**src/hdl/flash_cmd_pkg.sv**
```systemverilog
package flash_cmd_pkg;
  // ****************************************
  // opcodes
  // ****************************************
  localparam logic [7:0] OP_DUAL_OUT   = 8'h3b;
  localparam logic [7:0] OP_DUAL_IO    = 8'hbb;
  localparam logic [7:0] OP_PROGRAM    = 8'h02;
  localparam logic [7:0] OP_SECT_ERA_A = 8'h20;
  localparam logic [7:0] OP_SECT_ERA_B = 8'hd7;
  localparam logic [7:0] OP_BLOCK_ERA  = 8'hd8;
  localparam logic [7:0] OP_CHIP_ERA_A = 8'h60;
  localparam logic [7:0] OP_CHIP_ERA_B = 8'hc7;
  localparam logic [7:0] OP_STAT_READ  = 8'h05;
  localparam logic [7:0] OP_STAT_WRITE = 8'h01;
  localparam logic [7:0] OP_WRITE_ENABLE_CMD       = 8'h06;
  localparam logic [7:0] OP_WRITE_DISABLE_CMD       = 8'h04;
  // ****************************************
  // bit counts per phase (last index) and top read address
  // ****************************************
  localparam logic [4:0] LAST_OPC_BIT   = 5'h07;
  localparam logic [4:0] LAST_ADDR_BIT  = 5'h17;
  localparam logic [4:0] LAST_ADDR_PAIR = 5'h0b;
  localparam logic [4:0] LAST_DUMMY_1   = 5'h07;
  localparam logic [4:0] LAST_DUMMY_2   = 5'h03;
  localparam logic [18:0] TOP_ADDR      = 19'h7ffff;
  // ****************************************
  // self-timed operation lengths
  // ****************************************
  localparam int unsigned CLK_PERIOD_NS      = 10;
  localparam int unsigned PROGRAM_TIME_US    = 1000;
  localparam int unsigned SECTOR_ERASE_TIME_US = 1000;
  localparam int unsigned BLOCK_ERASE_TIME_US  = 1000;
  localparam int unsigned CHIP_ERASE_TIME_US   = 1000;
  localparam int unsigned PROGRAM_CYCLES =
    PROGRAM_TIME_US * 1000 / CLK_PERIOD_NS;
  localparam int unsigned SECTOR_ERASE_CYCLES =
    SECTOR_ERASE_TIME_US * 1000 / CLK_PERIOD_NS;
  localparam int unsigned BLOCK_ERASE_CYCLES =
    BLOCK_ERASE_TIME_US * 1000 / CLK_PERIOD_NS;
  localparam int unsigned CHIP_ERASE_CYCLES =
    CHIP_ERASE_TIME_US * 1000 / CLK_PERIOD_NS;
  // ****************************************
  // types
  // ****************************************
  typedef enum logic [2:0] {
    PH_OPCODE  = 3'b000,
    PH_ADDR    = 3'b001,
    PH_DUMMY   = 3'b010,
    PH_READ    = 3'b011,
    PH_STATUS  = 3'b100,
    PH_PROG    = 3'b101,
    PH_SRDATA  = 3'b110,
    PH_IGNORE  = 3'b111
  } phase_t;
  typedef enum logic [1:0] {
    OPK_PROGRAM = 2'b00,
    OPK_SECTOR  = 2'b01,
    OPK_BLOCK   = 2'b10,
    OPK_CHIP    = 2'b11
  } op_kind_t;
endpackage : flash_cmd_pkg

```
**src/hdl/flash_cmd.sv**
```systemverilog
`timescale 1ns/1ps
module flash_cmd
  import flash_cmd_pkg::*;
#(
  parameter int unsigned PROG_CYC   = PROGRAM_CYCLES,
  parameter int unsigned SECTOR_CYC = SECTOR_ERASE_CYCLES,
  parameter int unsigned BLOCK_CYC  = BLOCK_ERASE_CYCLES,
  parameter int unsigned CHIP_CYC   = CHIP_ERASE_CYCLES
) (
  // clock and reset
  input  wire logic        ref_clk_in,
  input  wire logic        reset_n_in,
  // serial link pins
  input  wire logic        serial_clk_in,
  input  wire logic        chip_select_n_in,
  input  wire logic        dual_line_0_in,
  output logic             dual_line_0_out,
  output logic             dual_line_0_oe_n_out,
  input  wire logic        dual_line_1_in,
  output logic             dual_line_1_out,
  output logic             dual_line_1_oe_n_out,
  // array read port
  output logic             rd_req_out,
  output logic [18:0]      rd_addr_out,
  input  wire logic [7:0]  rd_data_in,
  // program data stream
  output logic             prog_valid_out,
  output logic [7:0]       prog_col_out,
  output logic [7:0]       prog_data_out,
  input  wire logic        prog_ready_in,
  output logic             prog_overrun_out,
  // protection query
  output logic [23:0]      prot_addr_out,
  input  wire logic        prot_hit_in,
  input  wire logic        any_protected_in,
  // self-timed operation
  output logic             op_start_out,
  output logic [1:0]       op_kind_out,
  output logic [23:0]      op_addr_out,
  output logic             op_done_out,
  // status
  input  wire logic [5:0]  status_upper_in,
  output logic             busy_out,
  output logic             write_enable_latch_out,
  output logic             status_write_out,
  output logic [7:0]       status_write_data_out
);

  // ****************************************
  // state
  // ****************************************
  typedef struct packed {
    logic            sclk_s1, sclk_s2, sclk_d;
    logic            cs_s1, cs_s2, cs_d;
    logic            d0_s1, d0_s2, d1_s1, d1_s2;
    phase_t          phase;
    logic [4:0]      cnt;
    logic [7:0]      opc;
    logic            opc_done;
    logic [23:0]     addr;
    logic            addr_done;
    logic            dual;
    logic [2:0]      oc;
    logic [7:0]      shreg;
    logic [7:0]      next_byte;
    logic [18:0]     rd_addr;
    logic            rd_req, rd_ack;
    logic [7:0]      col;
    logic [7:0]      pbyte;
    logic            byte_seen;
    logic            sr_done;
    logic            wel, busy, pending;
    logic [31:0]     timer;
    op_kind_t        kind;
    logic [23:0]     op_addr;
    logic            op_start, op_done;
    logic            l0, l1, l0_oe_n, l1_oe_n;
    logic            sw, overrun;
    logic [1:0][15:0] fmem;
    logic [1:0]      fcnt;
    logic            fvalid;
  } state_t;

  state_t s, next_s;

  logic sclk_rise, sclk_fall, cs_rise, sel;
  logic push, pop;
  logic [7:0] status_byte;

  assign sclk_rise = s.sclk_s2 & ~s.sclk_d;
  assign sclk_fall = ~s.sclk_s2 & s.sclk_d;
  assign cs_rise   = s.cs_s2 & ~s.cs_d;
  assign sel       = ~s.cs_s2 & ~s.cs_d;
  assign status_byte = {status_upper_in, s.wel, s.busy};

  // ****************************************
  // next state
  // ****************************************
  always_comb begin
    next_s = s;
    push = 1'b0;
    pop  = s.fvalid & prog_ready_in;
    // only the second stage and its delayed copy feed the logic
    next_s.sclk_s1 = serial_clk_in;
    next_s.sclk_s2 = s.sclk_s1;
    next_s.sclk_d  = s.sclk_s2;
    next_s.cs_s1   = chip_select_n_in;
    next_s.cs_s2   = s.cs_s1;
    next_s.cs_d    = s.cs_s2;
    next_s.d0_s1   = dual_line_0_in;
    next_s.d0_s2   = s.d0_s1;
    next_s.d1_s1   = dual_line_1_in;
    next_s.d1_s2   = s.d1_s1;
    next_s.rd_req   = 1'b0;
    next_s.rd_ack   = s.rd_req;
    next_s.op_start = 1'b0;
    next_s.op_done  = 1'b0;
    next_s.sw       = 1'b0;
    if (s.rd_ack) begin
      next_s.next_byte = rd_data_in;
    end

    if (sel && sclk_rise) begin
      next_s.cnt = s.cnt + 5'h01;
      unique case (s.phase)
        PH_OPCODE: begin
          next_s.opc = {s.opc[6:0], s.d0_s2};
          if (s.cnt == LAST_OPC_BIT) begin
            next_s.opc_done = 1'b1;
            next_s.cnt = 5'h00;
            next_s.oc = 3'h0;
            unique case ({s.opc[6:0], s.d0_s2})
              OP_DUAL_OUT, OP_PROGRAM, OP_SECT_ERA_A,
              OP_SECT_ERA_B, OP_BLOCK_ERA:
                next_s.phase = PH_ADDR;
              OP_DUAL_IO: begin
                next_s.phase = PH_ADDR;
                next_s.dual = 1'b1;
              end
              OP_STAT_READ:  next_s.phase = PH_STATUS;
              OP_STAT_WRITE: next_s.phase = PH_SRDATA;
              default:       next_s.phase = PH_IGNORE;
            endcase
          end
        end
        PH_ADDR: begin
          if (s.dual) begin
            next_s.addr = {s.addr[21:0], s.d1_s2, s.d0_s2};
          end else begin
            next_s.addr = {s.addr[22:0], s.d0_s2};
          end
          if ((s.dual && s.cnt == LAST_ADDR_PAIR) ||
              (!s.dual && s.cnt == LAST_ADDR_BIT)) begin
            next_s.cnt = 5'h00;
            next_s.addr_done = 1'b1;
            next_s.rd_addr = next_s.addr[18:0];
            next_s.rd_req  = 1'b1;
            next_s.col     = next_s.addr[7:0];
            if (s.opc == OP_PROGRAM) begin
              next_s.phase = PH_PROG;
            end else if (s.opc == OP_DUAL_OUT || s.dual) begin
              next_s.phase = PH_DUMMY;
            end else begin
              next_s.phase = PH_IGNORE;
            end
          end
        end
        PH_DUMMY: begin
          // line values in the dummy clocks are never looked at
          if ((s.dual && s.cnt == LAST_DUMMY_2) ||
              (!s.dual && s.cnt == LAST_DUMMY_1)) begin
            next_s.phase = PH_READ;
            next_s.cnt = 5'h00;
          end
        end
        PH_PROG: begin
          next_s.pbyte = {s.pbyte[6:0], s.d0_s2};
          if (s.cnt[2:0] == 3'h7) begin
            next_s.cnt = 5'h00;
            next_s.byte_seen = 1'b1;
            next_s.col = s.col + 8'h01;
            push = 1'b1;
          end
        end
        PH_SRDATA: begin
          next_s.pbyte = {s.pbyte[6:0], s.d0_s2};
          if (s.cnt[2:0] == 3'h7) begin
            next_s.sr_done = 1'b1;
            next_s.cnt = 5'h00;
          end
        end
        default: begin
          next_s.cnt = s.cnt;
        end
      endcase
    end

    // outputs change on the falling serial clock
    if (sel && sclk_fall) begin
      if (s.phase == PH_READ) begin
        next_s.oc = {1'b0, s.oc[1:0] + 2'h1};
        next_s.l0_oe_n = 1'b0;
        next_s.l1_oe_n = 1'b0;
        if (s.oc[1:0] == 2'h0) begin
          next_s.l1 = s.next_byte[7];
          next_s.l0 = s.next_byte[6];
          next_s.shreg = {s.next_byte[5:0], 2'b00};
          next_s.rd_addr = (s.rd_addr == TOP_ADDR) ?
                           19'h00000 : s.rd_addr + 19'h00001;
          next_s.rd_req = 1'b1;
        end else begin
          next_s.l1 = s.shreg[7];
          next_s.l0 = s.shreg[6];
          next_s.shreg = {s.shreg[5:0], 2'b00};
        end
      end else if (s.phase == PH_STATUS) begin
        next_s.oc = s.oc + 3'h1;
        next_s.l1_oe_n = 1'b0;
        if (s.oc == 3'h0) begin
          next_s.l1 = status_byte[7];
          next_s.shreg = {status_byte[6:0], 1'b0};
        end else begin
          next_s.l1 = s.shreg[7];
          next_s.shreg = {s.shreg[6:0], 1'b0};
        end
      end
    end

    // select high: release lines and act on the finished command
    if (s.cs_s2) begin
      next_s.l0_oe_n = 1'b1;
      next_s.l1_oe_n = 1'b1;
      next_s.phase = PH_OPCODE;
      next_s.cnt = 5'h00;
      next_s.opc_done = 1'b0;
      next_s.addr_done = 1'b0;
      next_s.dual = 1'b0;
      next_s.byte_seen = 1'b0;
      next_s.sr_done = 1'b0;
    end
    if (cs_rise && s.opc_done) begin
      unique case (s.opc)
        OP_WRITE_ENABLE_CMD: next_s.wel = 1'b1;
        OP_WRITE_DISABLE_CMD: next_s.wel = 1'b0;
        OP_STAT_WRITE: begin
          if (s.sr_done) begin
            next_s.wel = 1'b0;
            next_s.sw = 1'b1;
          end
        end
        OP_PROGRAM: begin
          if (s.byte_seen && s.wel && !s.busy && !prot_hit_in) begin
            next_s.busy = 1'b1;
            next_s.pending = 1'b1;
            next_s.kind = OPK_PROGRAM;
            next_s.op_addr = {s.addr[23:8], 8'h00};
          end
        end
        OP_SECT_ERA_A, OP_SECT_ERA_B: begin
          if (s.addr_done && s.wel && !s.busy && !prot_hit_in) begin
            next_s.busy = 1'b1;
            next_s.pending = 1'b1;
            next_s.kind = OPK_SECTOR;
            next_s.op_addr = {s.addr[23:12], 12'h000};
          end
        end
        OP_BLOCK_ERA: begin
          if (s.addr_done && s.wel && !s.busy && !prot_hit_in) begin
            next_s.busy = 1'b1;
            next_s.pending = 1'b1;
            next_s.kind = OPK_BLOCK;
            next_s.op_addr = {s.addr[23:16], 16'h0000};
          end
        end
        OP_CHIP_ERA_A, OP_CHIP_ERA_B: begin
          if (s.wel && !s.busy && !any_protected_in) begin
            next_s.busy = 1'b1;
            next_s.pending = 1'b1;
            next_s.kind = OPK_CHIP;
            next_s.op_addr = 24'h000000;
          end
        end
        default: begin
          next_s.wel = s.wel;
        end
      endcase
    end

    // ****************************************
    // self-timed operation
    // ****************************************
    // a program waits for its bytes to drain before it starts
    if (s.pending && (s.kind != OPK_PROGRAM || !s.fvalid)) begin
      next_s.pending = 1'b0;
      next_s.op_start = 1'b1;
      unique case (s.kind)
        OPK_PROGRAM: next_s.timer = 32'(PROG_CYC);
        OPK_SECTOR:  next_s.timer = 32'(SECTOR_CYC);
        OPK_BLOCK:   next_s.timer = 32'(BLOCK_CYC);
        OPK_CHIP:    next_s.timer = 32'(CHIP_CYC);
      endcase
    end else if (s.busy && !s.pending) begin
      if (s.timer <= 32'h00000001) begin
        next_s.busy = 1'b0;
        // a write enable landing in the same cycle wins
        if (!(cs_rise && s.opc_done && s.opc == OP_WRITE_ENABLE_CMD)) begin
          next_s.wel = 1'b0;
        end
        next_s.op_done = 1'b1;
      end else begin
        next_s.timer = s.timer - 32'h00000001;
      end
    end

    // ****************************************
    // two-entry program byte buffer
    // ****************************************
    // the array sees each byte with its page column, except one pushed while both
    // entries are full and none leaves in the same cycle, which is dropped and sets overrun; later bytes to the same column overwrite, so the last 256 survive
    if (pop) begin
      next_s.fmem[0] = s.fmem[1];
    end
    if (push) begin
      if (s.fcnt == 2'h2 && !pop) begin
        next_s.overrun = 1'b1;
      end else if ((s.fcnt == 2'h0) || (s.fcnt == 2'h1 && pop)) begin
        next_s.fmem[0] = {s.col, next_s.pbyte};
      end else begin
        next_s.fmem[1] = {s.col, next_s.pbyte};
      end
    end
    if (push && !(s.fcnt == 2'h2 && !pop) && !pop) begin
      next_s.fcnt = s.fcnt + 2'h1;
    end else if (pop && !push) begin
      next_s.fcnt = s.fcnt - 2'h1;
    end
    next_s.fvalid = (next_s.fcnt != 2'h0);
    if (cs_rise && s.opc == OP_PROGRAM) begin
      next_s.overrun = 1'b0;
    end
  end

  // ****************************************
  // registers
  // ****************************************
  always_ff @(posedge ref_clk_in or negedge reset_n_in) begin
    if (!reset_n_in) begin
      s <= '0;
      s.sclk_s1 <= 1'b0;
      s.cs_s1 <= 1'b1;
      s.cs_s2 <= 1'b1;
      s.cs_d <= 1'b1;
      s.l0_oe_n <= 1'b1;
      s.l1_oe_n <= 1'b1;
    end else begin
      s <= next_s;
    end
  end

  assign dual_line_0_out        = s.l0;
  assign dual_line_0_oe_n_out   = s.l0_oe_n;
  assign dual_line_1_out        = s.l1;
  assign dual_line_1_oe_n_out   = s.l1_oe_n;
  assign rd_req_out             = s.rd_req;
  assign rd_addr_out            = s.rd_addr;
  assign prog_valid_out         = s.fvalid;
  assign prog_col_out           = s.fmem[0][15:8];
  assign prog_data_out          = s.fmem[0][7:0];
  assign prog_overrun_out       = s.overrun;
  assign prot_addr_out          = s.addr;
  assign op_start_out           = s.op_start;
  assign op_kind_out            = s.kind;
  assign op_addr_out            = s.op_addr;
  assign op_done_out            = s.op_done;
  assign busy_out               = s.busy;
  assign write_enable_latch_out = s.wel;
  assign status_write_out       = s.sw;
  assign status_write_data_out  = s.pbyte;

endmodule : flash_cmd

```
**config.mk**
```make
export PLATFORM = sky130hd
export DESIGN_NAME = flash_cmd
export DESIGN_NICKNAME = d
export VERILOG_FILES = /design/src/hdl/flash_cmd_pkg.sv /design/src/hdl/flash_cmd.sv
export SDC_FILE = /design/constraint.sdc
export NUM_CORES = 1
export LEC_CHECK = 0
export CORE_ASPECT_RATIO = 1.2
export CORE_UTILIZATION = 58
export DETAILED_ROUTE_END_ITERATION = 7
export DONT_BUFFER_PORTS = 1
export PLACE_DENSITY = 0.76
export SLEW_MARGIN = 15
export SYNTH_ARGS = -nofsm -noshare
export SYNTH_HDL_FRONTEND = slang
export SYNTH_SLANG_ARGS = --single-unit
```
**constraint.sdc**
```tcl
create_clock -name ref_clk_in -period 2.3 [get_ports ref_clk_in]
set_clock_uncertainty 0.15 [all_clocks]
set_input_delay 0.115 -clock ref_clk_in [delete_from_list [all_inputs] [get_ports ref_clk_in]]
set_output_delay 0.115 -clock ref_clk_in [all_outputs]
set_load 0.01 [all_outputs]
```
==> results of run 1 <==
-- cell usage after synthesis, types with 5 or more instances --
cell type / instances
dfrtp_1: 201
buf_4: 97
nand2_1: 89
nor2_1: 77
mux2i_1: 76
a21oi_1: 74
inv_1: 49
o21ai_0: 49
clkbuf_1: 37
nand3_1: 37
mux2_2: 27
nor3_1: 20
and3_1: 19
a211oi_1: 14
nor4_1: 13
o22ai_1: 13
a31oi_1: 11
ha_1: 11
o31ai_1: 10
or3_1: 10
xnor2_1: 10
a21o_1: 9
buf_2: 9
nor2b_1: 8
o32ai_1: 8
and2_1: 7
nand4_1: 7
xor2_1: 7
a22o_1: 6
nand2b_1: 6
dfstp_2: 5
nor3_2: 5
nor4b_1: 5
nor4bb_1: 5
o211ai_1: 5
o22a_1: 5
-- kinds of logic after synthesis --
family	synth area share [%]
flops	46.6
fa+ha+maj	1.24
mux	9.72
other cells	0.0339
simple gates	16.7
buf+inv	10.3
compound gates	14.0
xor+xnor	1.35
-- cell usage in the layout, fill, tap and decap left out, drive strengths merged, types with 14 or more instances in the layout --
cell	count
dfrtp	201
nand2	89
inv	49
a21oi	74
nor4	15
nor3	26
mux2i	76
mux2	28
a211oi	14
o21ai	52
nand3	37
and3	19
dlygate4sd3	21
buf	123
clkbuf	29
nor2	78
-- flip-flops by register name, indices dropped and copies added, names as in the netlist, 2 cells and up --
register	count
s	103
prot_addr_out	24
rd_addr_out	19
op_addr_out	16
prog_col_out	8
prog_data_out	8
status_write_data_out	8
next_s	6
op_kind_out	2
-- per-stage QoR --
step / power, W / hold slack [ns] / instances
floorplan: 0.00503 / -0.331 / 1126
global placement: 0.00525 / -0.320 / 1350
detailed placement: 0.00529 / -0.319 / 1350
CTS: 0.00898 / -0.853 / 1411
global route: 0.00935 / -0.862 / 1415
finish: 0.00899 / -0.853 / 1415
-- power by group through the flow --
stage                     logic (W)  clock network [W]  registers (W)
after global placement      0.00107                  0        0.00418
after global routing        0.00135            0.00384        0.00417
final                       0.00122            0.00363        0.00414
after floorplan            0.000959                  0        0.00408
after detailed placement    0.00110                  0        0.00419
after CTS                   0.00118            0.00369        0.00412
-- layer usage --
metal	GRT usage, %	vias up	wire length, um
li1	-	3957	-
met1	31.6	4111	10200
met2	45.3	286	13200
met3	4.94	72	1540
met4	11.9	0	959
met5	0	-	0
-- final cells by class --
| cell class | instances | area (um^2) | area share [%] |
|---|---|---|---|
| inverter | 49 | 184 | 1.47 |
| clock inverter | 10 | 103 | 0.818 |
| sequential | 206 | 5170 | 41.2 |
| timing repair buffer | 144 | 1190 | 9.46 |
| tap | 256 | 320 | 2.55 |
| clock buffer | 29 | 638 | 5.08 |
| multi-input combinational | 721 | 4950 | 39.5 |
-- repair_timing --
action	CTS	global route
pin swaps	2	2
endpoints found under the setup margin	8	47
buffers inserted	1	4
resized for setup	5	19
endpoints found under the hold margin	237	206
-- critical path, cell delays in order (launching register included) --
cell     delay, ns
dfrtp_1       0.45
nor4_4        0.36
nand3_1       0.15
or4_4         0.58
or4_1         0.41
a21oi_1       0.13
-- final timing paths --
path / startpoint / to / slack (ns) / cells after the start
max in group asynchronous: reset_n_in / rd_addr_out[3] / 2.61 / 0
setup reg to reg: s[91] / s[98] / -0.0006 / 5
setup / recovery: s[91] / s[98] / -0.0006 / 5
min in group ref_clk_in: dual_line_1_in / next_s[205] / 0.02 / 1
hold reg to reg: next_s[213] / next_s[212] / 0.20 / 0
hold / removal: reset_n_in / s[149] / -0.85 / 0
==> results.yml, run 1 <==
grt:
  grt_pass1_vias: 8458
  grt_max_degree: 207
  antenna_found_initial: 0
  grt_pass1_wl_mm: 41.6
  track_usage_pct: 26.2
  grt_overflow: 0
layout:
  fin_nets: 1179
  utilization_pct: 66.8
  drive_gt1_share_pct: 20.6
  nFillCells: 1435
  antenna_cells: 0
  syn_to_final_growth_pct: 13.4
  final_area_um2: 12500
floorplanning:
  die_w_um: 128
  rows: 55
  core-area_um2: 18800
  initial_core_util_pct: 58.9
  ios: 128
  fp.dieH_um: 153
  dieArea_um2: 19600
status:
  violations: "negative hold slack, negative setup slack"
  status: "complete, but fails checks"
detailed_routing:
  wl_per_cell_um: 18.3
  drt-total-wl_mm: 25.8
  first_pass_iters: 5
  drc: 0
  avgViaCountPerCell: 5.95
  ant_nets: 0
  initialDrtViolationCount: 508
  vias: 8426
yosys:
  ys_warn_count: 0
  yosysUniqueCellTypes: 79
  synth-async-reset-ratio_pct: 100
  synth_seq_cells: 206
  synthesis.instances: 1119
  seq_area_frac_synth_pct: 46.6
  synthFlopType: "dfrtp_1"
  netlist.area_leader.share_pct: 45.4
  synth_top_area_cell: "dfrtp_1"
  synth_area_um2: 11100
  synth.area.top_cells: "dfrtp_1, mux2i_1, buf_4"
  synth-edff-count: 0
  avgSynthCellArea_um2: 9.89
timing:
  tns_ns: -0.00109
  relSlewSlack_pct: 58.1
  setup_viol: 2
  period_share_pct: 100
  tightest_slew_ns: 0.629
  rsz0062_at_grt: "yes"
  min_period_ns: 2.30
  holdWs_ns: -0.853
  hold_viol_final: 206
  finalWorstSetupSlack_ns: -0.000590
  max_freq_mhz: 435
  slew_viol_final: 0
clocking:
  cts_buffer_depth: 3
  clkSinkCount: 206
  cts_hold_buf: 21
  clock_latency_ns: 0.51
  clkSlewWorstSetupHoldPaths_ns: 0.06
  cts_tree: "built"
  numCtsBuffers: 23
  cts-root-buf: "clkbuf_16"
  cts.htree.levels: 1
placement:
  gp_congestion: 0.906
  hpwl_mm: 17.3
  place_area_um2: 11400
  place_ws_ns: -0.0717
  port_buffers: 0
power_and_ir_drop:
  p_leak_nw: 5.90
  switchingPower_w: 0.00237
  comb_power_share_pct: 13.6
  p_per_area_nw_per_um2: 716
  switching_share_pct: 26.4
  irDropWorstVdd_v: 0.000629
  clkPwrFrac_pct: 40.4
  p_int_w: 0.00662
  seq_power_share_pct: 46.0
setup_path:
  required_ns: 2.58
  startpoint_type: "flip-flop"
  critical_path_class: "reg -> reg"
  endpoint_kind: "flip-flop"
  worstPathArrival_ns: 2.58
  worstPathMaxFanout: 6
job:
  maxCapViolations: 0
min_path:
  hold_path_class: "in -> async"
No activity file was read; power rests on OpenSTA's default activity.
==> run 2: changes to the inputs <==
Settings changed: REMOVE_ABC_BUFFERS set to 1.
==> results.yml, run 2 (synthesized netlist as in run 1, its figures left out) <==
placement:
  hpwl_mm: 17.4
  gp_congestion: 0.912
  place_ws_ns: -0.0970
  port_buffers: 0
clocking:
  clock_latency_ns: 0.51
  cts_tree: "built"
  clkSlewWorstSetupHoldPaths_ns: 0.06
  cts_buffer_depth: 3
  cts-root-buf: "clkbuf_16"
  clkSinkCount: 206
  cts_hold_buf: 23
  numCtsBuffers: 23
  cts.htree.levels: 1
timing:
  rsz0062_at_grt: "yes"
  tightest_slew_ns: 0.727
  relSlewSlack_pct: 51.0
  hold_viol_final: 206
  min_period_ns: 2.38
  finalWorstSetupSlack_ns: -0.0796
  max_freq_mhz: 420
  period_share_pct: 103
  holdWs_ns: -0.836
  slew_viol_final: 0
  setup_viol: 10
  tns_ns: -0.394
layout:
  top_register: "s"
  final_common_cell: "dfrtp_1"
  syn_to_final_growth_pct: 15.2
  largest_reg_flops: 103
  nFillCells: 1390
  drive_gt1_share_pct: 21.8
  antenna_cells: 0
  fin_nets: 1186
  layout_common_cells: "dfrtp_1, buf_4, nand2_1"
floorplanning:
  dieArea_um2: 19600
  rows: 55
  die_w_um: 128
  fp.dieH_um: 153
  initial_core_util_pct: 58.9
  core-area_um2: 18800
  ios: 128
power_and_ir_drop:
  seq_power_share_pct: 44.4
  irDropWorstVdd_v: 0.000679
  p_leak_nw: 5.96
  p_per_area_nw_per_um2: 731
  clkPwrFrac_pct: 41.4
  comb_power_share_pct: 14.2
  switching_share_pct: 25.5
  switchingPower_w: 0.00238
  finalPower_w: 0.00932
  p_int_w: 0.00694
grt:
  antenna_found_initial: 0
  grt_pass1_vias: 8583
  track_usage_pct: 26.8
  grt_overflow: 0
  grtUsageMet3_pct: 5.71
  grt.busiest_layer: "met2"
  grt_pass1_wl_mm: 42.7
  grt_util_met2_pct: 46.4
  grt_max_degree: 207
  globalRouteMet1Util_pct: 32.5
setup_path:
  critical_path.max_stage_delay_ns: 0.57
  startpoint: "s[96]"
  worstPathArrival_ns: 2.62
  cp_common_cell: "or4_4"
  worstPathMaxFanout: 4
  endpoint_kind: "flip-flop"
  r2r-start: "s[96]"
  startpoint_type: "flip-flop"
  critical_path_class: "reg -> reg"
  cpMaxStageDelayCell: "or4_4"
  cp_top_family: "simple AND/OR/NAND/NOR gates"
  required_ns: 2.54
  critPathBufInv: 1
  path_cells: "or4_4 > or4_4 > nor3_4 > buf_4 > a211oi_2 > a21oi_1 > nand2_1"
job:
  maxCapViolations: 0
detailed_routing:
  drt-total-wl_mm: 26.4
  wl_per_cell_um: 18.6
  first_pass_iters: 5
  avgViaCountPerCell: 5.97
  vias: 8496
  drc: 0
  initialDrtViolationCount: 496
  ant_nets: 0
status:
  status: "complete, but fails checks"
  violations: "negative hold slack, negative setup slack"
min_path:
  hold_path_class: "in -> async"
==> run 2: what timing repair did <==
action / in CTS / in global routing
endpoints found under the setup margin: 30 / 91
resized for setup: 9 / 50
pin swaps: 5 / 9
endpoints found under the hold margin: 237 / 206
buffers inserted: 7 / 10
gates cloned: 0 / 1
==> run 2: metal layers <==
layer	vias up	routed length, um	share of wire [%]
li1	3983	-	-
met2	263	13600	51
met4	0	790	3.0
met3	67	1640	6.2
met1	4183	10400	39
met5	-	0	0
==> run 2: power groups by stage <==
stage          registers (W)  clock network [W]  logic, W
6_report             0.00413            0.00386   0.00133
3_5_place_dp         0.00418                  0   0.00109
3_3_place_gp         0.00417                  0   0.00107
2_1_floorplan        0.00419                  0  0.000607
4_1_cts              0.00413            0.00392   0.00122
5_1_grt              0.00416            0.00406   0.00145
==> run 2: cell type report <==
type	instances	area (um^2)	share of cell area [%]
Sequential cell	206	5170	40.5
Multi-Input combinational cell	721	5030	39.5
Timing Repair Buffer	151	1260	9.86
Clock buffer	33	653	5.12
Tap cell	256	320	2.51
Inverter	49	184	1.44
Clock inverter	7	139	1.09
==> run 2: path summary, 6_finish.rpt <==
kind	cells after the start	end	slack, ns
worst max-delay path	7	s[85]	-0.08
worst min-delay path	0	s[72]	-0.84
worst max register to register	7	s[85]	-0.08
worst min register to register	0	s[205]	0.20
max in group asynchronous	0	s[196]	2.52
min in group ref_clk_in	1	next_s[205]	0.01
==> run 2: stage by stage <==
step | util (%) | area, um^2 | cells
5_1_grt | 67.9 | 12800 | 1423
6_report | 67.9 | 12800 | 1423
3_3_place_gp | 60.3 | 11300 | 1342
3_5_place_dp | 60.3 | 11300 | 1342
2_1_floorplan | - | 10100 | 976
4_1_cts | 66.3 | 12500 | 1412
==> run 3: changes to the inputs <==
Settings changed: HOLD_SLACK_MARGIN set to 0.06, PLACE_DENSITY 0.76 to 0.75.
==> results.yml, run 3 (synthesized netlist as in run 1, its figures left out) <==
floorplanning:
  core-area_um2: 18800
  initial_core_util_pct: 58.9
  dieArea_um2: 19600
  fp.dieH_um: 153
  rows: 55
  die_w_um: 128
  ios: 128
layout:
  syn_to_final_growth_pct: 14.6
  utilization_pct: 67.5
  largest_reg_flops: 103
  layout_common_cells: "dfrtp_1, buf_4, nand2_1"
  fin_nets: 1189
  final_common_cell: "dfrtp_1"
  antenna_cells: 0
  nFillCells: 1397
  top_register: "s"
  drive_gt1_share_pct: 21.3
power_and_ir_drop:
  switchingPower_w: 0.00236
  p_leak_nw: 5.94
  finalPower_w: 0.00906
  switching_share_pct: 26.1
  clkPwrFrac_pct: 39.8
  seq_power_share_pct: 45.4
  p_per_area_nw_per_um2: 714
  comb_power_share_pct: 14.9
  irDropWorstVdd_v: 0.000692
  p_int_w: 0.00669
detailed_routing:
  ant_nets: 0
  vias: 8543
  drc: 0
  drt-total-wl_mm: 26.7
  initialDrtViolationCount: 575
  wl_per_cell_um: 18.7
  avgViaCountPerCell: 5.99
  first_pass_iters: 5
setup_path:
  worstPathArrival_ns: 2.68
  endpoint_kind: "flip-flop"
  r2r-end: "s[98]"
  ff2ff_path_depth: 9
  startpoint_type: "flip-flop"
  worstPathMaxFanout: 6
  required_ns: 2.59
  critical_path_class: "reg -> reg"
  rrSetupSlack_ns: -0.09
  r2r-start: "s[69]"
timing:
  slew_viol_final: 0
  period_share_pct: 104
  holdWs_ns: -0.838
  relSlewSlack_pct: 60.8
  rsz0062_at_grt: "yes"
  hold_viol_final: 206
  setup_viol: 8
  min_period_ns: 2.39
  tightest_slew_ns: 0.582
  tns_ns: -0.250
  max_freq_mhz: 418
  finalWorstSetupSlack_ns: -0.0914
grt:
  antenna_found_initial: 1
  track_usage_pct: 27.3
  grt_pass1_wl_mm: 43.3
  grt_pass1_vias: 8682
  grt_overflow: 0
  grt_max_degree: 207
placement:
  place_ws_ns: -0.0483
  hpwl_mm: 17.9
  gp_congestion: 0.914
  port_buffers: 0
status:
  violations: "negative hold slack, negative setup slack"
  status: "complete, but fails checks"
clocking:
  numCtsBuffers: 22
  clock_latency_ns: 0.51
  cts_tree: "built"
  cts.htree.levels: 1
  clkSlewWorstSetupHoldPaths_ns: 0.06
  cts_buffer_depth: 3
  clkSinkCount: 206
  cts_hold_buf: 25
  cts-root-buf: "clkbuf_16"
job:
  maxCapViolations: 0
min_path:
  hold_path_class: "in -> async"
-- run 3: cell types whose count changed in the layout (fill, tap and decap cells not counted), moves of 3 or more --
cell	previous run	this run
nor3_4	6	2
dfrtp_1	196	200
mux2_2	19	27
mux2_4	8	0
nor3_2	2	6
buf_6	1	5
buf_4	122	119
dfrtp_2	5	1
-- run 3: critical path: stages, from the launching register on --
cell and delay (ns):
dfrtp_1 0.41, buf_4 0.14, inv_2 0.04, ha_4 0.16, nor2_4 0.08, nor2_1 0.07
and4_4 0.19, or4_4 0.47, or4_4 0.50, a21oi_2 0.12
-- run 3: final cells by class --
| class | count | area (um^2) | share of cell area (%) |
|---|---|---|---|
| clock buffer | 34 | 657 | 5.18 |
| clock inverter | 5 | 75.1 | 0.592 |
| inverter | 49 | 184 | 1.45 |
| multi-input combinational | 721 | 4960 | 39.1 |
| sequential | 206 | 5160 | 40.7 |
| tap | 256 | 320 | 2.53 |
| timing repair buffer | 155 | 1330 | 10.4 |
-- run 3: worst max path at each step --
stage	start	to
after floorplan	next_s[209]	rd_addr_out[11]
after global placement	s[96]	s[74]
after detailed placement	s[69]	s[98]
after CTS	s[69]	s[98]
after global routing	s[69]	s[98]
final	s[69]	s[98]
-- run 3: per-layer routing --
layer	part of all wire, %	wire (um)	GRT usage (%)	vias to the layer above
li1	-	-	-	3981
met1	39	10500	32.8	4244
met2	52	13800	48.4	254
met3	5.8	1560	5.43	64
met4	3.0	792	9.36	0
met5	0	0	0	-
-- run 3: timing repair --
item	CTS	global route
gates resized for setup	9	35
pin swaps	3	13
setup buffers	8	7
endpoints found under the hold margin	238	206
setup endpoints to repair	6	65
cloned	0	1
-- run 3: power by group through the flow --
stage | sequential, W | combinational, W | clock [W]
floorplan | 0.00419 | 0.000607 | 0
global placement | 0.00416 | 0.00108 | 0
detailed placement | 0.00416 | 0.00111 | 0
CTS | 0.00410 | 0.00125 | 0.00366
global route | 0.00414 | 0.00146 | 0.00381
finish | 0.00411 | 0.00134 | 0.00360
-- run 3: metrics by stage --
step | instance area, um^2 | hold WS [ns] | cells
after floorplan | 10100 | -0.331 | 976
after CTS | 12500 | -0.850 | 1419
after detailed placement | 11400 | -0.319 | 1347
after global routing | 12700 | -0.857 | 1426
final | 12700 | -0.838 | 1426
after global placement | 11400 | -0.320 | 1347
